## src/rtl/drive_status_pkg.sv

```systemverilog
// package: constants and carriers for the drive status signal outputs
package drive_status_pkg;

   // =====================================================================
   // register map (byte addresses, one 32-bit register every 4 bytes)
   // =====================================================================
   localparam logic [7:0] ADDR_SEL_A      = 8'h00;
   localparam logic [7:0] ADDR_SEL_B      = 8'h04;
   localparam logic [7:0] ADDR_SEL_C      = 8'h08;
   localparam logic [7:0] ADDR_SENS       = 8'h0C;
   localparam logic [7:0] ADDR_FWD_THR    = 8'h10;
   localparam logic [7:0] ADDR_REV_THR    = 8'h14;
   localparam logic [7:0] ADDR_START_FREQ = 8'h18;
   localparam logic [7:0] ADDR_USER_GRP   = 8'h1C;
   localparam logic [7:0] ADDR_STATUS     = 8'h20;

   // =====================================================================
   // selection codes
   // =====================================================================
   localparam logic [7:0] CODE_RUN      = 8'h00;
   localparam logic [7:0] CODE_SU       = 8'h01;
   localparam logic [7:0] CODE_FU       = 8'h04;
   localparam logic [7:0] CODE_READY    = 8'h0B;
   localparam logic [7:0] CODE_HWFAULT  = 8'h5B;
   localparam logic [7:0] CODE_ALARM    = 8'h63;
   localparam logic [7:0] CODE_INV_BASE = 8'h64;
   localparam logic [7:0] CODE_INV_MAX  = 8'hC7;

   // =====================================================================
   // reset values (frequencies in 0.01 Hz, sensitivity in percent)
   // =====================================================================
   localparam logic [7:0]  RST_SEL_A      = 8'h00;
   localparam logic [7:0]  RST_SEL_B      = 8'h04;
   localparam logic [7:0]  RST_SEL_C      = 8'h63;
   localparam logic [6:0]  RST_SENS       = 7'h0A;
   localparam logic [6:0]  SENS_MAX       = 7'h64;
   localparam logic [15:0] RST_FWD_THR    = 16'h0258;
   localparam logic [15:0] THR_MAX        = 16'h9C40;
   localparam logic [15:0] THR_SAME_AS_FWD = 16'h270F;
   localparam logic [15:0] RST_START_FREQ = 16'h0032;
   localparam logic [7:0]  RST_USER_GRP   = 8'h00;

   typedef struct packed {
      logic stopped;
      logic running;
      logic dc_brake;
      logic tripped;
      logic shutoff;
      logic restart_coast;
      logic restarting;
      logic power_fail;
      logic reverse;
   } drive_state_s;

   typedef struct packed {
      logic brake_transistor_fault;
      logic output_ground_fault;
      logic output_phase_loss;
      logic param_storage_fault;
      logic internal_board_fault;
      logic cpu_fault;
      logic inrush_limit_fault;
      logic accel_overcurrent_trip;
   } fault_cause_s;

   typedef struct packed {
      logic operation_ready_ind;
      logic running_ind;
      logic trip_alarm_ind;
      logic hw_fault_ind;
      logic up_to_freq_ind;
      logic freq_detect_ind;
   } status_ind_s;

endpackage : drive_status_pkg

```

## src/rtl/drive_status_outputs.sv

```systemverilog
// module: drive status signal generation and terminal routing
//
// Operation
// (RULE_01) ready is on whenever the drive can operate, including running.
// (RULE_02) running is on at or above starting frequency; off stopped/braking.
// (RULE_03) code 11/111 routes ready; code 0/100 routes running.
// (RULE_04) stop: ready only; run: both; dc brake: ready; trip/shutoff: none.
// (RULE_05) restart: running off coasting, on restarting; ready drops on outage.
// (RULE_06) after reset terminal A carries running, non-inverted.
// (RULE_07) alarm is on whenever a protective function trips the drive.
// (RULE_08) alarm defaults to relay terminal; code 99/199 routes it elsewhere.
// (RULE_09) hardware fault from circuit failure or wiring; code 91/191.
// (RULE_10) hw fault causes: brake, ground, phase, storage, board, cpu, inrush.
// (RULE_11) ground fault shown as accel overcurrent still raises hardware fault.
// (RULE_12) up-to-frequency within percent band of set frequency, default 10.
// (RULE_13) code 1/101 routes up-to-frequency.
// (RULE_14) frequency detect at or above threshold, 0 to 400 Hz, default 6.
// (RULE_15) reverse threshold used in reverse unless it holds 9999.
// (RULE_16) frequency detect defaults to its terminal; code 4/104 elsewhere.
// (RULE_17) dc injection braking clears all frequency-related signals.
// (RULE_18) compare uses output frequency before slip compensation.
// (RULE_19) sensitivity and thresholds writable only when user group is 0.
// (RULE_20) codes 0-99 conduct when active; 100-199 conduct when inactive.
// (RULE_21) each terminal decodes function and polarity, drives selected flag.
`timescale 1ns/1ns
module drive_status_outputs #(
   parameter int FREQ_W = 16
) (
   input  wire logic                          mclk,         // control clock
   input  wire logic                          sys_rst,      // async reset
   input  wire logic [7:0]                    reg_addr,     // byte address
   input  wire logic [31:0]                   reg_wdata,    // write data
   input  wire logic                          reg_wr,       // write strobe
   input  wire logic                          reg_rd,       // read strobe
   output logic [31:0]                        reg_rdata,    // read data
   input  wire drive_status_pkg::drive_state_s drive_state, // drive state
   input  wire drive_status_pkg::fault_cause_s fault_cause, // fault causes
   input  wire logic [FREQ_W-1:0]             out_freq_raw, // pre slip comp
   input  wire logic [FREQ_W-1:0]             set_freq,     // set frequency
   output logic                               term_a,       // running term
   output logic                               term_b,       // freq det term
   output logic                               term_c        // relay contact
);

   // =====================================================================
   // configuration registers
   // =====================================================================
   logic [7:0]        sel_a_ff;
   logic [7:0]        sel_b_ff;
   logic [7:0]        sel_c_ff;
   logic [6:0]        sens_ff;
   logic [15:0]       fwd_thr_ff;
   logic [15:0]       rev_thr_ff;
   logic [15:0]       start_freq_ff;
   logic [7:0]        user_grp_ff;
   logic              param_wr_ok;
   drive_status_pkg::status_ind_s ind_ff;
   drive_status_pkg::status_ind_s nxt_ind;

   assign param_wr_ok = (user_grp_ff == drive_status_pkg::RST_USER_GRP); // RULE_19

   function automatic logic [15:0] clamp_thr(input logic [31:0] v);
      clamp_thr = (v[15:0] == drive_status_pkg::THR_SAME_AS_FWD) ? v[15:0] :
                  (v[31:16] != 16'h0000 || v[15:0] > drive_status_pkg::THR_MAX)
                  ? drive_status_pkg::THR_MAX : v[15:0];
   endfunction : clamp_thr

   always_ff @(posedge mclk or posedge sys_rst) begin
      if (sys_rst) begin
         sel_a_ff <= drive_status_pkg::RST_SEL_A;                   // RULE_06
         sel_b_ff <= drive_status_pkg::RST_SEL_B;                   // RULE_16
         sel_c_ff <= drive_status_pkg::RST_SEL_C;                   // RULE_08
         user_grp_ff   <= drive_status_pkg::RST_USER_GRP;
         start_freq_ff <= drive_status_pkg::RST_START_FREQ;
      end else if (reg_wr) begin
         unique case (reg_addr)
            drive_status_pkg::ADDR_SEL_A:      sel_a_ff <= reg_wdata[7:0];
            drive_status_pkg::ADDR_SEL_B:      sel_b_ff <= reg_wdata[7:0];
            drive_status_pkg::ADDR_SEL_C:      sel_c_ff <= reg_wdata[7:0];
            drive_status_pkg::ADDR_USER_GRP:   user_grp_ff <= reg_wdata[7:0];
            drive_status_pkg::ADDR_START_FREQ: start_freq_ff <= reg_wdata[15:0];
            default: ;
         endcase
      end
   end

   // =====================================================================
   // write-protected detection settings
   // =====================================================================
   always_ff @(posedge mclk or posedge sys_rst) begin
      if (sys_rst) begin
         sens_ff    <= drive_status_pkg::RST_SENS;                  // RULE_12
         fwd_thr_ff <= drive_status_pkg::RST_FWD_THR;               // RULE_14
         rev_thr_ff <= drive_status_pkg::THR_SAME_AS_FWD;
      end else if (reg_wr && param_wr_ok) begin                     // RULE_19
         if (reg_addr == drive_status_pkg::ADDR_SENS) begin
            sens_ff <= (reg_wdata[6:0] > drive_status_pkg::SENS_MAX ||
                        reg_wdata[31:7] != 25'h0000000)
                       ? drive_status_pkg::SENS_MAX : reg_wdata[6:0];
         end
         if (reg_addr == drive_status_pkg::ADDR_FWD_THR) begin
            fwd_thr_ff <= (clamp_thr(reg_wdata) ==
                           drive_status_pkg::THR_SAME_AS_FWD)
                          ? drive_status_pkg::THR_MAX : clamp_thr(reg_wdata);
         end
         if (reg_addr == drive_status_pkg::ADDR_REV_THR) begin
            rev_thr_ff <= clamp_thr(reg_wdata);
         end
      end
   end

   // =====================================================================
   // status derivation
   // =====================================================================
   logic [15:0] det_thr;
   logic [FREQ_W+7:0] band;
   logic [FREQ_W+7:0] diff;
   logic [FREQ_W+7:0] scaled_diff;
   logic        shut;
   logic        hw_fault;

   always_comb begin
      // a ground fault shown as accel overcurrent still counts by its cause
      hw_fault = fault_cause.brake_transistor_fault |
                 fault_cause.output_ground_fault |                  // RULE_11
                 fault_cause.output_phase_loss |
                 fault_cause.param_storage_fault |
                 fault_cause.internal_board_fault |
                 fault_cause.cpu_fault |
                 fault_cause.inrush_limit_fault;                    // RULE_10
      det_thr = (drive_state.reverse &&
                 rev_thr_ff != drive_status_pkg::THR_SAME_AS_FWD)
                ? rev_thr_ff : fwd_thr_ff;                          // RULE_15
      // band compare in percent: |f - set| * 100 <= set * sens
      diff = (out_freq_raw >= set_freq)
             ? (FREQ_W+8)'(out_freq_raw - set_freq)
             : (FREQ_W+8)'(set_freq - out_freq_raw);                // RULE_18
      scaled_diff = (FREQ_W+8)'(diff * 8'h64);
      // widen before the product, a 16-bit product would wrap
      band = (FREQ_W+8)'(set_freq) * (FREQ_W+8)'(sens_ff);
      shut = drive_state.tripped | drive_state.shutoff;

      nxt_ind = '0;
      nxt_ind.trip_alarm_ind = drive_state.tripped;                 // RULE_07
      nxt_ind.hw_fault_ind   = hw_fault;                            // RULE_09
      nxt_ind.operation_ready_ind = !shut &&
                                    !drive_state.power_fail;        // RULE_01
      if (!shut && !drive_state.dc_brake && !drive_state.stopped &&
          !drive_state.restart_coast) begin                         // RULE_04
         nxt_ind.running_ind = (drive_state.running ||
                                drive_state.restarting) &&
                               (out_freq_raw >= start_freq_ff);     // RULE_02
      end
      if (drive_state.restarting && !shut) begin
         nxt_ind.running_ind = 1'b1;                                // RULE_05
      end
      // frequency flags suppressed while braking or shut off
      if (!drive_state.dc_brake && !shut) begin                     // RULE_17
         nxt_ind.up_to_freq_ind  = (set_freq != '0) &&
                                   (scaled_diff <= band);           // RULE_12
         nxt_ind.freq_detect_ind = (FREQ_W+8)'(out_freq_raw) >=
                                   (FREQ_W+8)'(det_thr);            // RULE_14
      end
   end

   always_ff @(posedge mclk or posedge sys_rst) begin
      if (sys_rst) begin
         ind_ff <= '0;
      end else begin
         ind_ff <= nxt_ind;
      end
   end

   // =====================================================================
   // terminal routing
   // =====================================================================
   terminal_route u_term_a (
      .mclk     (mclk),
      .sys_rst  (sys_rst),
      .sel_code (sel_a_ff),
      .ind      (ind_ff),
      .term_out (term_a)                                            // RULE_03
   );

   terminal_route u_term_b (
      .mclk     (mclk),
      .sys_rst  (sys_rst),
      .sel_code (sel_b_ff),
      .ind      (ind_ff),
      .term_out (term_b)                                            // RULE_13
   );

   terminal_route u_term_c (
      .mclk     (mclk),
      .sys_rst  (sys_rst),
      .sel_code (sel_c_ff),
      .ind      (ind_ff),
      .term_out (term_c)                                            // RULE_08
   );

   // =====================================================================
   // read port
   // =====================================================================
   always_ff @(posedge mclk or posedge sys_rst) begin
      if (sys_rst) begin
         reg_rdata <= 32'h00000000;
      end else if (reg_rd) begin
         unique case (reg_addr)
            drive_status_pkg::ADDR_SEL_A:      reg_rdata <= {24'h0, sel_a_ff};
            drive_status_pkg::ADDR_SEL_B:      reg_rdata <= {24'h0, sel_b_ff};
            drive_status_pkg::ADDR_SEL_C:      reg_rdata <= {24'h0, sel_c_ff};
            drive_status_pkg::ADDR_SENS:       reg_rdata <= {25'h0, sens_ff};
            drive_status_pkg::ADDR_FWD_THR:    reg_rdata <= {16'h0, fwd_thr_ff};
            drive_status_pkg::ADDR_REV_THR:    reg_rdata <= {16'h0, rev_thr_ff};
            drive_status_pkg::ADDR_START_FREQ: reg_rdata <= {16'h0, start_freq_ff};
            drive_status_pkg::ADDR_USER_GRP:   reg_rdata <= {24'h0, user_grp_ff};
            drive_status_pkg::ADDR_STATUS:     reg_rdata <= {26'h0, ind_ff};
            default:                           reg_rdata <= 32'h00000000;
         endcase
      end else begin
         reg_rdata <= 32'h00000000;
      end
   end

endmodule : drive_status_outputs

```

## src/rtl/terminal_route.sv

```systemverilog
// module: one configurable output terminal, code decode and polarity
`timescale 1ns/1ns
module terminal_route (
   input  wire logic                             mclk,     // control clock
   input  wire logic                             sys_rst,  // async reset
   input  wire logic [7:0]                       sel_code, // selection code
   input  wire drive_status_pkg::status_ind_s    ind,      // internal flags
   output logic                                  term_out  // conducts when 1
);
   logic [7:0] base_code;
   logic       invert;
   logic       func_val;

   // =====================================================================
   // decode code into function index and polarity
   // =====================================================================
   always_comb begin
      invert    = (sel_code >= drive_status_pkg::CODE_INV_BASE) &&
                  (sel_code <= drive_status_pkg::CODE_INV_MAX);     // RULE_20
      base_code = invert ? sel_code - drive_status_pkg::CODE_INV_BASE
                         : sel_code;                                // RULE_21
      unique case (base_code)
         drive_status_pkg::CODE_RUN:     func_val = ind.running_ind;
         drive_status_pkg::CODE_SU:      func_val = ind.up_to_freq_ind;
         drive_status_pkg::CODE_FU:      func_val = ind.freq_detect_ind;
         drive_status_pkg::CODE_READY:   func_val = ind.operation_ready_ind;
         drive_status_pkg::CODE_HWFAULT: func_val = ind.hw_fault_ind;
         drive_status_pkg::CODE_ALARM:   func_val = ind.trip_alarm_ind;
         // unsupported codes: no function; terminal idles off, but conducts for codes 100-199
         default:                        func_val = 1'b0;
      endcase
   end

   always_ff @(posedge mclk or posedge sys_rst) begin
      if (sys_rst) begin
         term_out <= 1'b0;
      end else begin
         term_out <= func_val ^ invert;                             // RULE_21
      end
   end
endmodule : terminal_route

```

## config.mk

```make
export PLATFORM = sky130hd
export DESIGN_NAME = drive_status_outputs
export DESIGN_NICKNAME = d
export VERILOG_FILES = /design/src/rtl/drive_status_pkg.sv /design/src/rtl/drive_status_outputs.sv /design/src/rtl/terminal_route.sv
export SDC_FILE = /design/constraint.sdc
export NUM_CORES = 1
export LEC_CHECK = 0
export BUFFER_PORTS_ARGS = -buffer_cell sky130_fd_sc_hd__buf_2
export CAP_MARGIN = 20
export CORE_MARGIN = 2
export CORE_UTILIZATION = 50
export CTS_CLUSTER_SIZE = 28
export DETAILED_ROUTE_END_ITERATION = 10
export PLACE_DENSITY = 0.66
export SETUP_SLACK_MARGIN = 0.5
export SLEW_MARGIN = 0
export SYNTH_ARGS = -nofsm -noshare
export SYNTH_HDL_FRONTEND = slang
export SYNTH_HIERARCHICAL = 1
export SYNTH_SLANG_ARGS = --single-unit
```

## constraint.sdc

```tcl
create_clock -name mclk -period 9.6 [get_ports mclk]
set_input_delay 1.44 -clock mclk [delete_from_list [all_inputs] [get_ports mclk]]
set_output_delay 1.44 -clock mclk [all_outputs]
set_load 0.01 [all_outputs]
```

Yosys cells after proc, flatten, opt, wreduce, memory -nomap -nowiden
Index checks and enable logic that the tools add are counted.
Word-level totals
  register bits: 128
  output and inout port bits: 35
Cells by class
  $add $sub $neg: 5
  $mul: 2
  magnitude comparators: 12
  eq/ne operators: 26
  muxes and demuxes: 17
  bitwise gates (word level): 10
  reduce and logical (&&, ||, !) cells: 36
Operators with widths (number)
  $pmux 16 s9: 1
  $mux 16: 4
  $eq 8x7->1 const B: 6
  $ge 16x16->1: 3
  $eq 8x4->1 const B: 5
  $logic_not 8->1: 5
  $sub 16x16->17: 2
  $eq 16x14->1 const B: 2
  $eq 8x3->1 const B: 4
  $eq 8x5->1 const B: 4
  $mux 32: 1
  $reduce_bool 16->1: 2
  $reduce_bool 25->1: 1
  $eq 8x1->1 const B: 3
  $ge 8x7->1 const B: 3
  $le 24x23->1: 1
  $le 8x8->1 const B: 3
  $mul 24x5->22 const B: 1
  $mux 24: 1
  $mux 8: 3
  $sub 8x7->8 const B: 3
  $mul 16x7->23: 1
  $pmux 1 s6: 3
  $gt 16x16->1 const B: 1
  other kinds (12): 45

Depth between registers and ports, before layout
  depth after elaboration: 7
  mapped depth: 38
  gate-level depth less buffers: 35

Cells and area by module
The synthesis kept the hierarchy.
Modules (own cells, without submodules)
  drive_status_outputs: times used 1, cells an instance 1420, area an instance 12837.3 µm², seq. area each 2755.1 µm²
  terminal_route: times used 3, cells an instance 57, area an instance 400.4 µm², seq. area each 25.0 µm²

Least setup slack after synthesis
No wires, ideal clock.
  path kind: input to register
  from: in set_freq[13]
  to: reg ind_ff[1] in the netlist's numbering
  library setup time: 0.071 ns
  arrival: 8.075 ns
  required time: 9.529 ns
  path slack: 1.454 ns
  stages on the path: 34
  path through: clkbuf_1 inv_1 ha_1 a21o_1 a21oi_1 o41ai_4 nand2b_4 nor2_4 clkbuf_1 clkbuf_1 nor2_1 a21oi_1 xnor2_1 ha_1 ha_1 inv_1 fa_1 inv_1 ha_1 o21ai_0 o21ai_0 a31oi_1 a21oi_1 a41o_1 o21ai_0 a21boi_0 a21oi_1 ha_1 a2111oi_0 o21ai_0 a21oi_1 nor2_1 or4b_1 nand4_1
RTL lines
  start, declared: line drive_status_outputs.sv:39  | input wire logic [FREQ_W-1:0] set_freq,
  end signal, assigned: line drive_status_outputs.sv:170  | ind_ff <= nxt_ind;
  end, declared: line drive_status_outputs.sv:57  | drive_status_pkg::status_ind_s ind_ff;

==> run summary <==
Largest net degree at the start of global routing: 65
DR iter-0 viols: 775
NetSw: 0.00138 W
Area leader, netlist: dfrtp_1
PostCTS Resize Cnt: 0
ANT nets after route: 0
Initial Util: 50.7%
Cell Count Post-Placement: 2020
CP Data Arrival Time: 8.97 ns
Final period util: 90.4%
Slowest Stage Delay on Critical Path: 0.52 ns
CTS Hold Bufs: 0
Routed len/inst: 18.8 um
Synth Warn #: 6
Dpl hpwl: 30100 um
WHS: 0.535 ns
Fill cell count: 2567
# Max-Cap Violations: 0
GP Congestion: 0.920
Mapped cell area: 0.0140 mm^2
Final Util: 54.7%
PD cells: 199 mW/mm^2
Most common cell on crit path: ha_1
CTS H-tree depth: 3
Final Max Tran Viols: 0
Clk slew on worst S/H paths: 0.08 ns
Slowest cell on crit path: fa_1
Sequential fraction of the synthesis area: 20.2%
Fmax: 115 MHz
Die Wd: 172 um
Via count: 12.0k
#FFs+latches synth: 112
FP Rows: 61
Worst Path Required: 9.89 ns
WP buf/inv: 6
Initial antenna violation count: 3
Synth top area share: 16.0%
Final hold vios: 0
GRT Total Usage: 26.7%
Cells after Synth: 1591
Internal power: 0.00164 W
Delay-heaviest family, CP: compound AO/OA/AOI/OAI gates
Switching Fraction: 45.7%
Reg power frac: 17.4%
Area of the multi-input gates: 0.0101 mm^2
Chip height: 172 um
Post-CTS Setup Inserts: 0
Top FF cell, synth: dfrtp_1
Area Growth Syn to Fin: 7.93%
Max Root-Sink Buffers: 2
Top cells by area, synth: dfrtp_1, ha_1, fa_1, inv_1, nand2_1
CTS Root Cell: clkbuf_16
Slew @ Worst Pin: 1.15 ns
Reg area: 0.00283 mm^2
First-pass GRT wire length: 61500 um
Highest net fanout along the worst path: 7
Static leakage: 7.45 nW
TritonRoute pass-1 iters: 8
DRC Markers: 0
CTS tree: built
Clock Skews: 0.0108 ns
Syn avg cell area: 8.82 um^2
Period minus WS final: 8.68 ns
CTS Buf Count: 9
Final wirelength: 38300 um
Area of the die: 0.0294 mm^2
CTS Sinks: 112
Most frequent cell after synthesis: inv_1
Setup crit start kind: primary input
Core Region: 0.0277 mm^2
Final setup fails: 0
Distinct cells, synth: 84
Gr ovfl total: 0
I/O pin total: 128
I/O Buffers: 110
Min-delay worst type: flip-flop to flip-flop
Nets: 2014
Vias in the first global route: 11.6k
Non-Filler Instances: 2040
Part of the power in the clock network: 13.1%
Setup TNS: 0 ns
Synth top cells by count: inv_1, ha_1, nand2_1
Combinational power share: 69.5%
CP Class: primary input to flip-flop
RSZ-0062 raised after global routing: false
Async set-reset flop share out of synthesis: 100%
Vias per cell: 5.86
Setup crit end kind: flip-flop
Slew margin rel.: 23.0%
Number of flops mapped to enable cells by yosys: 0
Peak VDD IR: 0.157 mV
Outcome: finished, final reports clean
Insertion delay to the later sink of the worst-skew pair: 0.36 ns
Layout cells sized above 1: 14.2%
==> stage by stage <==
step	setup WS (ns)	power (W)	cell area, um^2
finish	0.921	0.00302	15200
global route	0.482	0.00338	15100
CTS	0.879	0.00302	15100
detailed placement	0.542	0.00262	14800
global placement	0.605	0.00253	14800
floorplan	1.45	0.00216	14100
==> flip-flops by register name, indices dropped and copies added, names as in the netlist <==
signal             cells
fwd_thr_ff            16
reg_rdata             16
rev_thr_ff            16
start_freq_ff         16
sel_a_ff               8
sel_b_ff               8
sel_c_ff               8
user_grp_ff            8
sens_ff                7
ind_ff                 6
u_term_a/term_out      1
u_term_b/term_out      1
u_term_c/term_out      1
==> placed cells by master (no fill, tap or decap), drive strengths merged, types with 12 or more instances in the layout <==
| cell | count |
|---|---|
| a22o | 24 |
| and2 | 45 |
| o21ai | 50 |
| a21o | 36 |
| o22a | 12 |
| nor3 | 29 |
| xnor2 | 34 |
| a222oi | 16 |
| fa | 87 |
| dfstp | 22 |
| nand4 | 21 |
| nor2 | 85 |
| ha | 180 |
| nor2b | 14 |
| dfrtp | 90 |
| nand2 | 158 |
| nand2b | 13 |
| inv | 198 |
| a21oi | 74 |
| nor4 | 20 |
| conb | 16 |
| xor2 | 25 |
| mux2 | 47 |
| mux2i | 32 |
| nand3 | 16 |
| a31oi | 24 |
| buf | 122 |
==> routing by layer <==
layer	share of wire (%)	global-route usage, %	up-vias
li1	-	-	5671
met1	43	34.0	5869
met2	49	46.3	352
met3	4.2	2.35	69
met4	4.0	11.6	0
met5	0	0	-
==> final timing paths <==
path                                  start           endpoint  slack (ns)  depth (start not counted)
setup / recovery           out_freq_raw[15]          ind_ff[1]        0.92                         33
setup reg to reg                 sens_ff[6]          ind_ff[1]        2.20                         25
min in group asynchronous           sys_rst  u_term_c/term_out        0.95                          2
hold / removal                rev_thr_ff[2]      rev_thr_ff[2]        0.54                          2
max in group asynchronous           sys_rst      reg_rdata[15]        7.19                          3
hold reg to reg               rev_thr_ff[2]      rev_thr_ff[2]        0.54                          2
==> kinds of logic (layout without fill, tap and decap cells) <==
kind of cell             after synthesis  after routing  share of synthesized area, %
AO/OA/AOI/OAI                        340            340                          17.4
adder cells (fa/ha/maj)              267            267                          28.4
flip-flops                           112            112                          20.2
AND/OR/NAND/NOR                      452            452                          16.1
other                                  1             19                        0.0267
multiplexers                          79             79                          6.08
buffers and inverters                281            334                          8.09
XOR/XNOR                              59             59                          3.68
==> area by class of cell <==
class                           count  area share, %
Antenna cell                        3         0.0495
Clock buffer                        9           1.49
Clock inverter                      7          0.586
Inverter                          195           4.85
Multi-Input combinational cell   1213           67.0
Sequential cell                   112           18.7
Tap cell                          378           3.12
Timing Repair Buffer              123           4.26
==> worst min-delay path: stages, from the launching register on <==
cell and delay, ns:
dfstp_2 0.41, nand2_1 0.05, o21ai_0 0.07
==> power groups by stage <==
| stage | Clock (W) | Combinational (W) | Sequential (W) |
|---|---|---|---|
| CTS | 0.000402 | 0.00210 | 0.000524 |
| detailed placement | 0 | 0.00208 | 0.000533 |
| floorplan | 0 | 0.00164 | 0.000513 |
| finish | 0.000397 | 0.00210 | 0.000524 |
| global route | 0.000419 | 0.00244 | 0.000527 |
| global placement | 0 | 0.00200 | 0.000532 |
No activity file was read; power rests on OpenSTA's default activity.
